--- config.mk ---
export PLATFORM = sky130hd
export DESIGN_NAME = cfg_aperture_regs
export DESIGN_NICKNAME = d
export VERILOG_FILES = /design/src/core/strap_sync.v /design/src/core/refresh_timer.v /design/src/core/cfg_aperture_regs.v
export VERILOG_INCLUDE_DIRS = /design/src /design/src/core
export SDC_FILE = /design/constraint.sdc
export NUM_CORES = 1
export LEC_CHECK = 0
export ABC_AREA = 1
export BUFFER_PORTS_ARGS = -buffer_cell sky130_fd_sc_hd__buf_2
export CORE_ASPECT_RATIO = 1.25
export CORE_MARGIN = 3
export CORE_UTILIZATION = 48
export DETAILED_ROUTE_END_ITERATION = 10
export PLACE_DENSITY = 0.77
export SLEW_MARGIN = 20
export SYNTH_ARGS = -nofsm -noshare
export SYNTH_HDL_FRONTEND = slang
export SYNTH_SLANG_ARGS = --single-unit
--- constraint.sdc ---
create_clock -name clock -period 1.4 [get_ports clock]
set_input_delay 0.28 -clock clock [delete_from_list [all_inputs] [get_ports clock]]
set_output_delay 0.28 -clock clock [all_outputs]
set_load 0.01 [all_outputs]
--- src/core/cfg_aperture_defs.vh ---
// constants for the configuration aperture and option registers
`ifndef CFG_APERTURE_DEFS_VH
`define CFG_APERTURE_DEFS_VH
// register byte offsets in configuration space
`define FB_WINDOW_BASE_OFS   8'h14
`define EXP_ROM_BASE_OFS     8'h30
`define CHIP_OPTION_OFS      8'h40
// frame buffer window base layout
`define FBW_FIXED_BITS       32'h0000_0008
`define FBW_BASE_LSB         23
`define FBW_BASE_MASK        32'hFF80_0000
// option register field positions
`define OPT_IO_DECODE        8
`define OPT_INTERLEAVE       12
`define OPT_RFH_LSB          16
`define OPT_EPROM_WR         20
`define OPT_NO_PRESCALE      21
`define OPT_BOARD_LSB        24
`define OPT_NO_RETRY         29
`define OPT_BIOS_EN          30
`define OPT_BIG_ENDIAN       31
`define OPT_WRITE_MASK       32'hE03F_1100
// expansion rom base layout
`define ROM_BASE_MASK        32'hFFFF_0000
// refresh interval constants
`define RFH_UNIT_CYCLES      128
`define PRESCALE_DIV         4
// reset hold time for memory initialisation, in us and in 10 ns cycles
`define RESET_HOLD_US        200
`define CLOCK_MHZ            100
`define RESET_HOLD_CYCLES    (`RESET_HOLD_US * `CLOCK_MHZ)
// byte swap window inside the control aperture
`define SWAP_LO              14'h1C00
`define SWAP_HI              14'h1EFF
`endif

--- src/core/strap_sync.v ---
// three-stage synchroniser for strap and pin inputs
`timescale 1ns/10ps
module strap_sync #(
    parameter W = 7
) (
    input  wire         clock,   // pci clock
    input  wire         rst_n,   // sync reset, active low
    input  wire [W-1:0] pin_in,  // asynchronous pins
    output reg  [W-1:0] pin_out  // filtered value
);
    reg [W-1:0] s1_q;
    reg [W-1:0] s2_q;
    reg [W-1:0] s3_q;
    // a change counts once the second and third stages agree
    always @(posedge clock) begin
        if (!rst_n) begin
            s1_q    <= {W{1'b0}};
            s2_q    <= {W{1'b0}};
            s3_q    <= {W{1'b0}};
            pin_out <= {W{1'b0}};
        end else begin
            s1_q <= pin_in;
            s2_q <= s1_q;
            s3_q <= s2_q;
            if (s2_q == s3_q) begin
                pin_out <= s3_q;
            end
        end
    end
endmodule

--- src/core/refresh_timer.v ---
// prescaled refresh interval timer
`timescale 1ns/10ps
`include "cfg_aperture_defs.vh"
module refresh_timer (
    input  wire       clock,       // graphics clock
    input  wire       rst_n,       // sync reset, active low
    input  wire [3:0] rfh_count,   // programmed refresh count
    input  wire       no_prescale, // bypass divide by four
    output reg        rfh_tick     // one-cycle refresh request pulse
);
    reg [1:0]  pre_q;
    reg [10:0] cnt_q;
    wire       pre_tick;
    wire [10:0] reload;
    // divide by four unless bypassed
    assign pre_tick = no_prescale | (pre_q == 2'd3);
    assign reload   = {rfh_count, 7'd0} + 11'd127; // (count+1)*128-1
    // interval counter, reloads on each request
    always @(posedge clock) begin
        if (!rst_n) begin
            pre_q    <= 2'd0;
            cnt_q    <= 11'd0;
            rfh_tick <= 1'b0; // forced inactive in reset
        end else begin
            pre_q    <= pre_q + 2'd1;
            rfh_tick <= 1'b0;
            if (pre_tick) begin
                if (cnt_q == 11'd0) begin
                    cnt_q    <= reload;
                    rfh_tick <= 1'b1;
                end else begin
                    cnt_q <= cnt_q - 11'd1;
                end
            end
        end
    end
endmodule

--- src/core/cfg_aperture_regs.v ---
// configuration aperture, option and rom base registers with aperture decode
// Contract
// - frame window base bit 0 reads zero, memory space.
// - frame window base bits 2:1 read 00.
// - frame window base bit 3 reads one, prefetchable.
// - frame window base bits 31:23 writable, 8 Mbyte window start.
// - overlap priority: eprom, control, legacy window, frame aperture.
// - frame aperture unavailable while native mode bit is zero.
// - hard reset loads bit 8 from legacy boot strap.
// - control and frame apertures decode regardless of io enable.
// - refresh every (count+1)*128 prescaled clocks.
// - refresh served at page break, transfer end or idle.
// - refresh request held inactive during reset.
// - eprom writes program only when write enable set.
// - prescale bypass zero divides graphics clock by four.
// - board option bits 28:24 hold sampled pins, read only.
// - retry disable stops retries in initial data phase.
// - bios enable gates expansion rom space.
// - swap bit byte-swaps control window 1C00 to 1EFF.
// - option reserved bits ignore writes, read zero.
// - rom base writable only with bios enable, else reads zero.
// - memory responses only when memory space enable set.
`timescale 1ns/10ps
`include "cfg_aperture_defs.vh"
module cfg_aperture_regs #(
    parameter RESET_HOLD = `RESET_HOLD_CYCLES
) (
    input  wire        clock,          // pci clock
    input  wire        rst_n,          // hard reset, sync, active low
    input  wire        cfg_wr,         // configuration write strobe
    input  wire        cfg_rd,         // configuration read strobe
    input  wire [7:0]  cfg_addr,       // configuration byte offset
    input  wire [3:0]  cfg_be,         // byte enables
    input  wire [31:0] cfg_wdata,      // write data
    output reg  [31:0] cfg_rdata,      // read data
    input  wire [4:0]  memory_data_pins, // board option pins
    input  wire        legacy_boot_strap, // legacy boot strap pin
    input  wire        memspace_en,    // memory space enable from device control
    input  wire        native_mode,    // extended display control bit 7
    input  wire [31:0] control_window_base, // control aperture base
    input  wire        mem_req,        // memory access request
    input  wire        mem_wr,         // request is a write
    input  wire [31:0] mem_addr,       // access address
    input  wire        legacy_fb_hit,  // legacy frame window hit
    input  wire        first_phase,    // initial data phase of transfer
    input  wire        want_retry,     // target would retry
    output reg  [3:0]  mem_sel,        // one-hot eprom,ctrl,legacy,frame
    output reg         eprom_prog,     // eprom write allowed
    output reg         byte_swap,      // swap bytes of this access
    output reg         retry_ok,       // retry may be issued
    output wire        legacy_io_decode, // legacy io decode enable
    output wire        interleave_en,  // interleave mode
    input  wire        page_break,     // drawing page break
    input  wire        xfer_done,      // data transfer finished
    input  wire        mc_idle,        // memory controller idle
    input  wire        xfer_req,       // data transfer request pending
    output reg         refresh_go,     // refresh granted to controller
    output reg         init_done       // set on the fifth edge after reset release; reset length is not checked
);
    // ********************************
    // registers
    // ********************************
    reg [31:0] fbw_q;
    reg [31:0] opt_q;
    reg [31:0] rom_q;
    reg [1:0]  pend_q;
    reg        rst_seen_q;
    reg [31:0] hold_q;
    reg        strap_ld_q;
    wire [5:0] pins_s;
    wire       tick;
    wire [31:0] fbw_rd;
    wire [31:0] opt_rd;
    wire [31:0] rom_rd;

    // byte-enable merge used by every configuration register write
    function [31:0] merge;
        input [31:0] old;
        input [31:0] nw;
        input [3:0]  be;
        input [31:0] mask;
        integer i;
        reg [31:0] m;
        begin
            m = 32'h0000_0000;
            for (i = 0; i < 4; i = i + 1) begin
                m[i*8 +: 8] = {8{be[i]}};
            end
            m = m & mask;
            merge = (old & ~m) | (nw & m);
        end
    endfunction

    // ********************************
    // pin synchronisers and refresh timer
    // ********************************
    strap_sync #(.W(6)) u_sync (
        .clock   (clock),
        .rst_n   (rst_n),
        .pin_in  ({legacy_boot_strap, memory_data_pins}),
        .pin_out (pins_s)
    );

    refresh_timer u_rfh (
        .clock       (clock),
        .rst_n       (rst_n),
        .rfh_count   (opt_q[`OPT_RFH_LSB +: 4]),
        .no_prescale (opt_q[`OPT_NO_PRESCALE]),
        .rfh_tick    (tick)
    );

    // ********************************
    // register writes
    // ********************************
    // straps are loaded a few edges after reset, once the synchroniser settled
    always @(posedge clock) begin
        if (!rst_n) begin
            fbw_q      <= 32'h0000_0000;
            opt_q      <= 32'h0000_0000;
            rom_q      <= 32'h0000_0000;
            rst_seen_q <= 1'b1;
            hold_q     <= 32'h0000_0000;
            strap_ld_q <= 1'b0;
        end else begin
            if (hold_q < 32'd4) begin
                hold_q <= hold_q + 32'd1;
            end else if (rst_seen_q) begin
                rst_seen_q <= 1'b0;
                strap_ld_q <= 1'b1;
                opt_q[`OPT_IO_DECODE] <= pins_s[5];
                opt_q[`OPT_BOARD_LSB +: 5] <= pins_s[4:0];
            end
            if (cfg_wr && !rst_seen_q) begin
                case (cfg_addr)
                    `FB_WINDOW_BASE_OFS: begin
                        fbw_q <= merge(fbw_q, cfg_wdata, cfg_be, `FBW_BASE_MASK);
                    end
                    `CHIP_OPTION_OFS: begin
                        opt_q <= merge(opt_q, cfg_wdata, cfg_be, `OPT_WRITE_MASK);
                    end
                    `EXP_ROM_BASE_OFS: begin
                        if (opt_q[`OPT_BIOS_EN]) begin
                            rom_q <= merge(rom_q, cfg_wdata, cfg_be, `ROM_BASE_MASK);
                        end
                    end
                    default: begin
                        rom_q <= rom_q;
                    end
                endcase
            end
        end
    end

    // ********************************
    // read path
    // ********************************
    assign fbw_rd = (fbw_q & `FBW_BASE_MASK) | `FBW_FIXED_BITS;
    assign opt_rd = opt_q;
    assign rom_rd = opt_q[`OPT_BIOS_EN] ? (rom_q & `ROM_BASE_MASK) : 32'h0000_0000;

    // read data registered; unmapped offsets read zero
    always @(posedge clock) begin
        if (!rst_n) begin
            cfg_rdata <= 32'h0000_0000;
        end else if (cfg_rd) begin
            case (cfg_addr)
                `FB_WINDOW_BASE_OFS: cfg_rdata <= fbw_rd;
                `CHIP_OPTION_OFS:    cfg_rdata <= opt_rd;
                `EXP_ROM_BASE_OFS:   cfg_rdata <= rom_rd;
                default:             cfg_rdata <= 32'h0000_0000;
            endcase
        end
    end

    assign legacy_io_decode = opt_q[`OPT_IO_DECODE];
    assign interleave_en    = opt_q[`OPT_INTERLEAVE];

    // ********************************
    // aperture decode
    // ********************************
    reg hit_rom;
    reg hit_ctl;
    reg hit_fb;
    reg [13:0] ctl_off;
    // priority chain resolves overlaps; apertures ignore io enable
    always @* begin
        hit_rom = opt_q[`OPT_BIOS_EN] &&
                  (mem_addr[31:16] == rom_q[31:16]);
        hit_ctl = (mem_addr[31:14] == control_window_base[31:14]);
        hit_fb  = native_mode && (mem_addr[31:23] == fbw_q[31:23]);
        ctl_off = mem_addr[13:0];
        mem_sel = 4'b0000;
        if (mem_req && memspace_en) begin
            if (hit_rom) begin
                mem_sel = 4'b0001;
            end else if (hit_ctl) begin
                mem_sel = 4'b0010;
            end else if (legacy_fb_hit) begin
                mem_sel = 4'b0100;
            end else if (hit_fb) begin
                mem_sel = 4'b1000;
            end
        end
        eprom_prog = mem_sel[0] && mem_wr && opt_q[`OPT_EPROM_WR];
        byte_swap  = mem_sel[1] && opt_q[`OPT_BIG_ENDIAN] &&
                     (ctl_off >= `SWAP_LO) && (ctl_off <= `SWAP_HI);
        retry_ok   = want_retry && !(first_phase && opt_q[`OPT_NO_RETRY]);
    end

    // ********************************
    // refresh arbitration
    // ********************************
    // requests queue up to two; a second queued one preempts all but transfers
    always @(posedge clock) begin
        if (!rst_n) begin
            pend_q     <= 2'd0;
            refresh_go <= 1'b0;
            init_done  <= 1'b0;
        end else begin
            refresh_go <= 1'b0;
            if (hold_q >= 32'd4) begin
                init_done <= 1'b1;
            end
            if ((pend_q != 2'd0) &&
                (page_break || xfer_done || mc_idle ||
                 (pend_q == 2'd2 && !xfer_req))) begin
                refresh_go <= 1'b1;
                pend_q     <= pend_q - 2'd1 + {1'b0, (tick && pend_q != 2'd2)};
            end else if (tick && pend_q != 2'd2) begin
                pend_q <= pend_q + 2'd1;
            end
        end
    end
endmodule

==> flow_summary.toml, run 1 <==
[outcome]
status = "finished with violations"
violations = "negative setup slack"

[grt]
grt_usage = 0.222
grt_max_degree = 57
grt-ovfl-total = 0
grt_pass1_wl_um = 26600
antenna_found_initial = 0
grt_pass1_vias = 6051

[routing]
dr.pass1.iters = 5
drc = 0
vias_per_cell = 4.81
first_iter_violations = 316
wl_um = 17300
wire_per_inst_um = 12.7
ant_nets = 0
vias = 6516

[sta]
rsz0062_at_grt = "true"
period_share = 1.39
setup_violations = 6
clock.fmax_mhz = 513
fin_ws_ns = -0.548
slew_viol_final = 0
finalCriticalPeriod_ns = 1.95
hold_violations = 0
clock_skew_ns = 0.00653

[clocking]
cts_buffer_depth = 2
cts-root-buf = "clkbuf_16"
cts_tree = "yes"
cts_made_buffers = 17
cts_hold_buf = 0
insertion_delay_ns = 0.41
htree_num_levels = 4
clk_pin_slew_worst_paths_ns = 0.06
clock_sinks = 135

[die]
io_pins = 172
coreArea_mm2 = 0.0129
dieArea_mm2 = 0.0149
rows = 46
start_util = 0.501
dieHeight_um = 136
die_w_um = 110

[finish]
fin_cells = 1354
finalInstanceArea_mm2 = 0.00878
antennaDiodeCount = 0
drive_gt1_frac = 0.309
syn_to_final_growth_pct = 36.0
fin_nets = 1310

[worst_setup_path]
endpoint_kind = "primary output"
cp_max_fo = 3
crit_type = "reg2out"
crit_family = "simple AND/OR/NAND/NOR gates"
startpoint_type = "flip-flop"
worstPathRequired_ns = 1.12
cp_cell_sequence = "inv_2, nand2_2, nand2_2, nor2_2, nand2_1, nor2_2, nand3_2, nand2_4, nor2_1, buf_2"
critPathSlowestCell = "dfxtp_2"
cp.arrival_ns = 1.67
worstPathBufferInverterCount = 2
critical_path.max_stage_delay_ns = 0.35

[placed_design]
post-place-cells = 1310
dp_hpwl_um = 12300
placed_cell_area_mm2 = 0.00788
gp_congestion = 0.851
io_buffers = 121

[pwr]
switching_share = 0.261
internal_power_mw = 7.34
switchingPower_mw = 2.59
power_density_mw_per_mm2 = 1130
power_frac_comb = 0.160
p_leak_nw = 4.70
pwr-share-clk = 0.429
sequentialPowerShare = 0.411
ir_drop_mv = 1.03

[yosys]
synthCells = 955
ys_ff_latch = 135
synthesis.area_mm2 = 0.00645
ys_seq_area_frac = 0.419
ys_warn_count = 0
synth.distinct_cells = 38
synth.avg_cell_area_um2 = 6.76

[min_path]
min-delay-path-class = "in2reg"

[job]
cap_violations = 0
## stage by stage
| stage | utilization | power, mW | setup slack [ns] | TNS, ns | hold slack (ns) |
|---|---|---|---|---|---|
| 3_5_place_dp | 0.611 | 5.46 | -0.328 | -6.70 | 0.397 |
| 2_1_floorplan | - | 4.92 | -0.0858 | -1.30 | 0.378 |
| 3_3_place_gp | 0.611 | 5.41 | -0.258 | -5.51 | 0.391 |
| 4_1_cts | 0.664 | 9.79 | -0.560 | -3.12 | 0.0341 |
| 6_report | 0.681 | 9.93 | -0.548 | -3.15 | 0.0487 |
| 5_1_grt | 0.681 | 10.3 | -0.635 | -4.09 | 0.0482 |
## metal layers
| layer | part of all wire | vias up | wire length, um | track usage |
|---|---|---|---|---|
| met3 | 0.065 | 37 | 1120 | 0.0448 |
| li1 | - | 3356 | - | - |
| met1 | 0.40 | 2910 | 6920 | 0.259 |
| met4 | 0.025 | 0 | 433 | 0.0963 |
| met5 | 0 | - | 0 | 0 |
| met2 | 0.51 | 213 | 8770 | 0.390 |
## worst paths after layout
check	startpoint	endpoint	slack, ns	depth (start not counted)
worst min register to register	u_sync.s1_q[0]$_SDFF_PN0_	u_sync.s2_q[0]$_SDFF_PN0_	0.41	2
worst max-delay path	flip-flop	mem_sel[1]	-0.55	10
worst min-delay path	memory_data_pins[4]	u_sync.s1_q[4]$_SDFF_PN0_	0.05	3
worst max register to register	u_rfh.cnt_q[0]$_SDFFE_PN0N_	u_rfh.cnt_q[8]$_SDFFE_PN0N_	0.02	9
## layout by cell type, fill, tap and decap left out, drive strengths merged, types with 8 or more instances in the layout
master    n
buf     228
inv     143
dfxtp   135
o22ai     8
xor2     16
a21oi    47
o21ai    35
clkbuf   18
nor3      9
conb     13
xnor2     9
nand3    45
nand4    21
nand2   280
nor2    143
## repair_timing
action	CTS	global route
setup buffers	6	5
resized for setup	30	59
pin swaps	21	36
cloned	0	2
endpoints found under the setup margin	11	48
## cells in the mapped netlist
cell / instances / share of area
nor2_1: 140 / 0.081
o21ai_1: 5 / 0.0039
nor2_2: 1 / 0.00097
o21a_1: 1 / 0.0012
inv_1: 136 / 0.079
clkbuf_1: 17 / 0.0099
buf_4: 15 / 0.017
o211ai_1: 2 / 0.0023
a21boi_0: 1 / 0.0012
nor3_1: 6 / 0.0047
buf_1: 4 / 0.0023
buf_2: 3 / 0.0023
and2_1: 1 / 0.00097
nand3_1: 40 / 0.031
a31oi_1: 3 / 0.0029
o21ai_0: 30 / 0.023
dfxtp_1: 135 / 0.42
nor2_4: 1 / 0.0017
nor3_4: 2 / 0.0050
nor3b_1: 2 / 0.0023
inv_2: 7 / 0.0041
nand3_4: 3 / 0.0081
conb_1: 1 / 0.00058
nand2_4: 1 / 0.0017
ha_1: 7 / 0.014
nand3b_1: 2 / 0.0023
xnor2_1: 9 / 0.012
a21oi_1: 47 / 0.036
nor3_2: 1 / 0.0016
o22ai_1: 8 / 0.0078
or2_2: 2 / 0.0019
nor2_8: 1 / 0.0031
buf_6: 3 / 0.0052
and3_1: 2 / 0.0019
xor2_1: 16 / 0.022
nand2_1: 273 / 0.16
nand2_2: 6 / 0.0058
nand4_1: 21 / 0.020
## final cells by class
type                       instances  area (um^2)
multi-input combinational        649         3280
timing repair buffer             228         1450
clock buffer                      18          439
inverter                         143          537
clock inverter                    13          133
tap                              168          210
sequential                       135         2720
fill                            1052         4110
## worst min-delay path: cells and delay by family
| kind | cells | cell delay [ns] |
|---|---|---|
| AND/OR/NAND/NOR | 1 | 0.04 |
| buffers and inverters | 2 | 0.11 |
## cell families (layout without fill, tap and decap cells)
kind of cell	after synthesis	count (layout)	synth area share
compound gates	97	97	0.0789
flops	135	135	0.419
simple gates	505	507	0.334
other cells	1	13	0.000581
fa+ha+maj	7	7	0.0136
buf+inv	185	402	0.120
xor+xnor	25	25	0.0339
## power by group through the flow
stage / registers, mW / clock network [mW] / logic [mW]
after global routing: 4.09 / 4.49 / 1.77
after CTS: 4.07 / 4.32 / 1.40
after floorplan: 4.15 / 0 / 0.770
after detailed placement: 4.15 / 0 / 1.31
after global placement: 4.14 / 0 / 1.27
final: 4.08 / 4.26 / 1.59
(Power assumes the default switching activity.)
==> run 2: changes to the inputs <==
CORE_MARGIN = unset   (was 3)
==> flow_summary.toml, run 2 (same netlist as run 1, synthesis figures left out) <==
[outcome]
status = "finished with violations"
violations = "negative setup slack"

[worst_setup_path]
timing.rr.start = "u_rfh.cnt_q[1]$_SDFFE_PN0N_"
crit_type = "reg2out"
cp.arrival_ns = 1.66
crit_family = "simple AND/OR/NAND/NOR gates"
cp_max_fo = 3
crit_end = "byte_swap"
crit_top_cell = "nand2_2"
critical_path.max_stage_delay_ns = 0.35
rrSetupSlack_ns = 0.03
worstPathBufferInverterCount = 2
critPathSlowestCell = "dfxtp_2"
cp_cell_sequence = "inv_2, nand2_2, nand2_2, nor2_2, nand2_1, nor2_2, nand3_2, nand2_2, nor3_2, buf_2"
startpoint_type = "flip-flop"
rr_worst_depth = 9
endpoint_kind = "primary output"
cp.depth = 10
r2r-end = "u_rfh.cnt_q[6]$_SDFFE_PN0N_"
worstPathRequired_ns = 1.12

[sta]
hold_violations = 0
setup-tns-final_ns = -3.04
rsz0062_at_grt = "true"
clock.fmax_mhz = 515
period_share = 1.39
slew_viol_final = 0
finalCriticalPeriod_ns = 1.94
clock_skew_ns = 0.00754
fin_ws_ns = -0.543
setup_violations = 6

[clocking]
clk_pin_slew_worst_paths_ns = 0.06
cts-root-buf = "clkbuf_16"
insertion_delay_ns = 0.42
clock_sinks = 135
htree_num_levels = 4
cts_tree = "yes"
cts_made_buffers = 17
cts_buffer_depth = 2

[finish]
fin_cells = 1366
drive_gt1_frac = 0.303
n_fill_cell = 1112
final_common_cell = "nand2_1"
syn_to_final_growth_pct = 36.7
fin_nets = 1318
finalInstanceArea_mm2 = 0.00882
mostFrequentLayoutCells = "nand2_1 (254), inv_1 (126), nor2_1 (125), dfxtp_1 (122), buf_2 (121)"
antennaDiodeCount = 0

[grt]
grt_max_degree = 34
antenna_found_initial = 0
grt_usage = 0.242
grt_pass1_wl_um = 27000
grt_pass1_vias = 6179
grt-ovfl-total = 0

[die]
dieArea_mm2 = 0.0139
die_w_um = 106
io_pins = 172
dieHeight_um = 132
coreArea_mm2 = 0.0132
rows = 47
start_util = 0.490

[min_path]
min-delay-path-class = "in2reg"
hold_depth = 3

[pwr]
power_density_mw_per_mm2 = 1130
ir_drop_mv = 0.968
p_leak_nw = 4.72
total_power_mw = 9.95

[job]
cap_violations = 0

[placed_design]
placed_cell_area_mm2 = 0.00790
io_buffers = 121
dp_hpwl_um = 11900
post-place-cells = 1317
gp_congestion = 0.870
pre_cts_ws_ns = -0.269

[routing]
dr.pass1.iters = 6
vias_per_cell = 4.81
ant_nets = 0
wire_per_inst_um = 12.4
first_iter_violations = 338
drc = 0
wl_um = 16900
vias = 6571
==> run 2: layout make-up <==
class                      instances  area, um^2  area share
tap                              171         214      0.0243
sequential                       135        2720       0.308
timing repair buffer             235        1490       0.169
clock inverter                     9         100      0.0113
multi-input combinational        650        3290       0.373
clock buffer                      23         468      0.0531
inverter                         143         537      0.0609
==> run 2: worst min path at each step <==
stage / end / from
2_1_floorplan: u_sync.s1_q[0]$_SDFF_PN0_ / memory_data_pins[0]
3_3_place_gp: u_sync.s2_q[4]$_SDFF_PN0_ / u_sync.s1_q[4]$_SDFF_PN0_
3_5_place_dp: u_sync.s2_q[0]$_SDFF_PN0_ / u_sync.s1_q[0]$_SDFF_PN0_
4_1_cts: u_sync.s1_q[4]$_SDFF_PN0_ / memory_data_pins[4]
5_1_grt: u_sync.s1_q[2]$_SDFF_PN0_ / memory_data_pins[2]
6_report: u_sync.s1_q[4]$_SDFF_PN0_ / memory_data_pins[4]
==> run 2: worst reg2reg max path: stages (launching register included) <==
cell     delay [ns]
dfxtp_2        0.34
inv_2          0.05
ha_4           0.17
nand3_4        0.08
nor2_4         0.04
buf_4          0.12
buf_4          0.12
buf_4          0.12
and3_1         0.14
nor3_1         0.12
==> run 2: per-layer routing <==
metal / vias up / global-route usage / wire length (um)
li1: 3365 / - / -
met1: 2921 / 0.266 / 6870
met2: 228 / 0.433 / 8320
met3: 57 / 0.0496 / 984
met4: 0 / 0.130 / 731
met5: - / 0 / 0
==> run 2: stage by stage <==
stage	util	hold slack [ns]
2_1_floorplan	-	0.378
3_3_place_gp	0.599	0.392
3_5_place_dp	0.599	0.396
4_1_cts	0.652	0.0340
5_1_grt	0.670	0.0472
6_report	0.670	0.0462
==> run 2: power by group <==
group | leakage [nW] | switching [mW] | internal, mW | total, mW
registers | 1.10 | 0.0776 | 4.00 | 4.07
clock network | 0.277 | 1.58 | 2.70 | 4.28
logic | 3.35 | 0.870 | 0.724 | 1.59
total | 4.72 | 2.53 | 7.42 | 9.95
==> run 2: repair_timing <==
action / 4_1_cts / 5_1_grt
gates cloned: 0 / 3
resized for setup: 26 / 52
pin swaps: 10 / 19
buffers inserted: 8 / 6
hold buffers: 0 / 0
endpoints found under the setup margin: 11 / 36
==> run 3: changes to the inputs <==
PLACE_DENSITY = 0.82   (was 0.77)
TNS_END_PERCENT = 20   (was unset)
==> flow_summary.toml, run 3 (same netlist as run 1, synthesis figures left out) <==
[outcome]
status = "finished with violations"
violations = "negative setup slack"

[finish]
regArea_mm2 = 0.00272
drive_gt1_frac = 0.289
syn_to_final_growth_pct = 33.6
antennaDiodeCount = 0
finalInstanceArea_mm2 = 0.00862
final_common_cell = "nand2_1"
multiInputGateArea_mm2 = 0.00324
n_fill_cell = 1119
mostFrequentLayoutCells = "nand2_1 (258), inv_1 (127), nor2_1 (126), dfxtp_1 (122), buf_2 (121)"
fin_cells = 1344
fin_nets = 1296

[placed_design]
post-place-cells = 1308
io_buffers = 121
pre_cts_ws_ns = -0.263
gp_congestion = 0.888
placed_cell_area_mm2 = 0.00783
dp_hpwl_um = 11800

[pwr]
ir_drop_mv = 0.881
power_frac_comb = 0.145
p_leak_nw = 4.63
power_density_mw_per_mm2 = 1110
pwr-share-clk = 0.430
switching_share = 0.266
internal_power_mw = 7.04
switchingPower_mw = 2.55
sequentialPowerShare = 0.425

[clocking]
cts_hold_buf = 0
clk_pin_slew_worst_paths_ns = 0.06
cts_tree = "yes"
clock_sinks = 135
insertion_delay_ns = 0.41
cts_made_buffers = 17
cts_buffer_depth = 2
htree_num_levels = 4
cts-root-buf = "clkbuf_16"

[routing]
wl_um = 16100
first_iter_violations = 376
vias_per_cell = 4.80
ant_nets = 0
drc = 0
wire_per_inst_um = 12.0
dr.pass1.iters = 8
vias = 6451

[die]
io_pins = 172
dieHeight_um = 132
start_util = 0.490
rows = 47
coreArea_mm2 = 0.0132
dieArea_mm2 = 0.0139
die_w_um = 106

[sta]
rsz0062_at_grt = "true"
period_share = 1.38
setup_violations = 6
finalCriticalPeriod_ns = 1.93
clock.fmax_mhz = 517
clock_skew_ns = 0.00875
fin_ws_ns = -0.534
slew_viol_final = 0
whs_ns = 0.0441
setup-tns-final_ns = -3.05
hold_violations = 0

[grt]
antenna_found_initial = 0
grt_pass1_vias = 5843
grt-ovfl-total = 0
grt_max_degree = 37
grt_pass1_wl_um = 25800
grt_usage = 0.231

[worst_setup_path]
cp_max_fo = 3
crit_type = "reg2out"
cp.arrival_ns = 1.65
startpoint_type = "flip-flop"
worstPathRequired_ns = 1.12
timing.rr.start = "pend_q[0]$_SDFFE_PN0P_"
endpoint_kind = "primary output"

[job]
cap_violations = 0

[min_path]
min-delay-path-class = "in2reg"
worstHoldStart = "legacy_boot_strap"
run 3: cell count changes in the layout (fill, tap and decap cells not counted), sizes merged:
cell	before	now
nand3	46	43
buf	235	216
clkbuf	23	18
bufinv	2	1
clkinvlp	2	6
clkinv	5	6
inv	143	144
run 3: worst max-delay path, cell delays in order, from the launching register on:
cell and delay (ns):
dfxtp_2 0.34, inv_2 0.04, nand2_2 0.07, nand2_1 0.05
nand3b_1 0.16, nor2_2 0.13, nand3_2 0.14, nand2_4 0.11
nor3_4 0.04, buf_2 0.14
run 3: per-layer routing:
| layer | GRT usage | wire length, um |
|---|---|---|
| met5 | 0 | 0 |
| met4 | 0.103 | 431 |
| met3 | 0.0506 | 993 |
| met2 | 0.407 | 8090 |
| met1 | 0.264 | 6580 |
run 3: cell type report:
class | instances | area share
clock inverters | 14 | 0.0149
multi-input cells | 647 | 0.376
well taps | 171 | 0.0248
repair buffers | 216 | 0.157
clock buffers | 18 | 0.0498
inverters | 143 | 0.0623
flip-flops and latches | 135 | 0.315
run 3: path summary, 6_finish.rpt:
kind / end / slack, ns / cells past startpoint
worst max-delay path: byte_swap / -0.53 / 9
worst min-delay path: u_sync.s1_q[5]$_SDFF_PN0_ / 0.04 / 3
worst max register to register: pend_q[0]$_SDFFE_PN0P_ / 0.03 / 8
worst min register to register: u_rfh.pre_q[0]$_SDFF_PN0_ / 0.41 / 1
run 3: what timing repair did:
action | CTS | global route
setup buffers | 4 | 0
endpoints found under the setup margin | 10 | 39
pin swaps | 15 | 24
gates resized for setup | 27 | 48
run 3: power groups by stage:
stage / Sequential [mW] / Clock [mW] / Combinational (mW)
2_1_floorplan: 4.15 / 0 / 0.769
3_3_place_gp: 4.14 / 0 / 1.25
3_5_place_dp: 4.15 / 0 / 1.28
4_1_cts: 4.07 / 4.20 / 1.32
5_1_grt: 4.09 / 4.37 / 1.57
6_report: 4.07 / 4.13 / 1.39
run 3: through the flow:
| step | power, mW | utilization |
|---|---|---|
| 2_1_floorplan | 4.92 | - |
| 3_3_place_gp | 5.39 | 0.594 |
| 3_5_place_dp | 5.43 | 0.594 |
| 4_1_cts | 9.58 | 0.645 |
| 5_1_grt | 10.0 | 0.654 |
| 6_report | 9.60 | 0.654 |
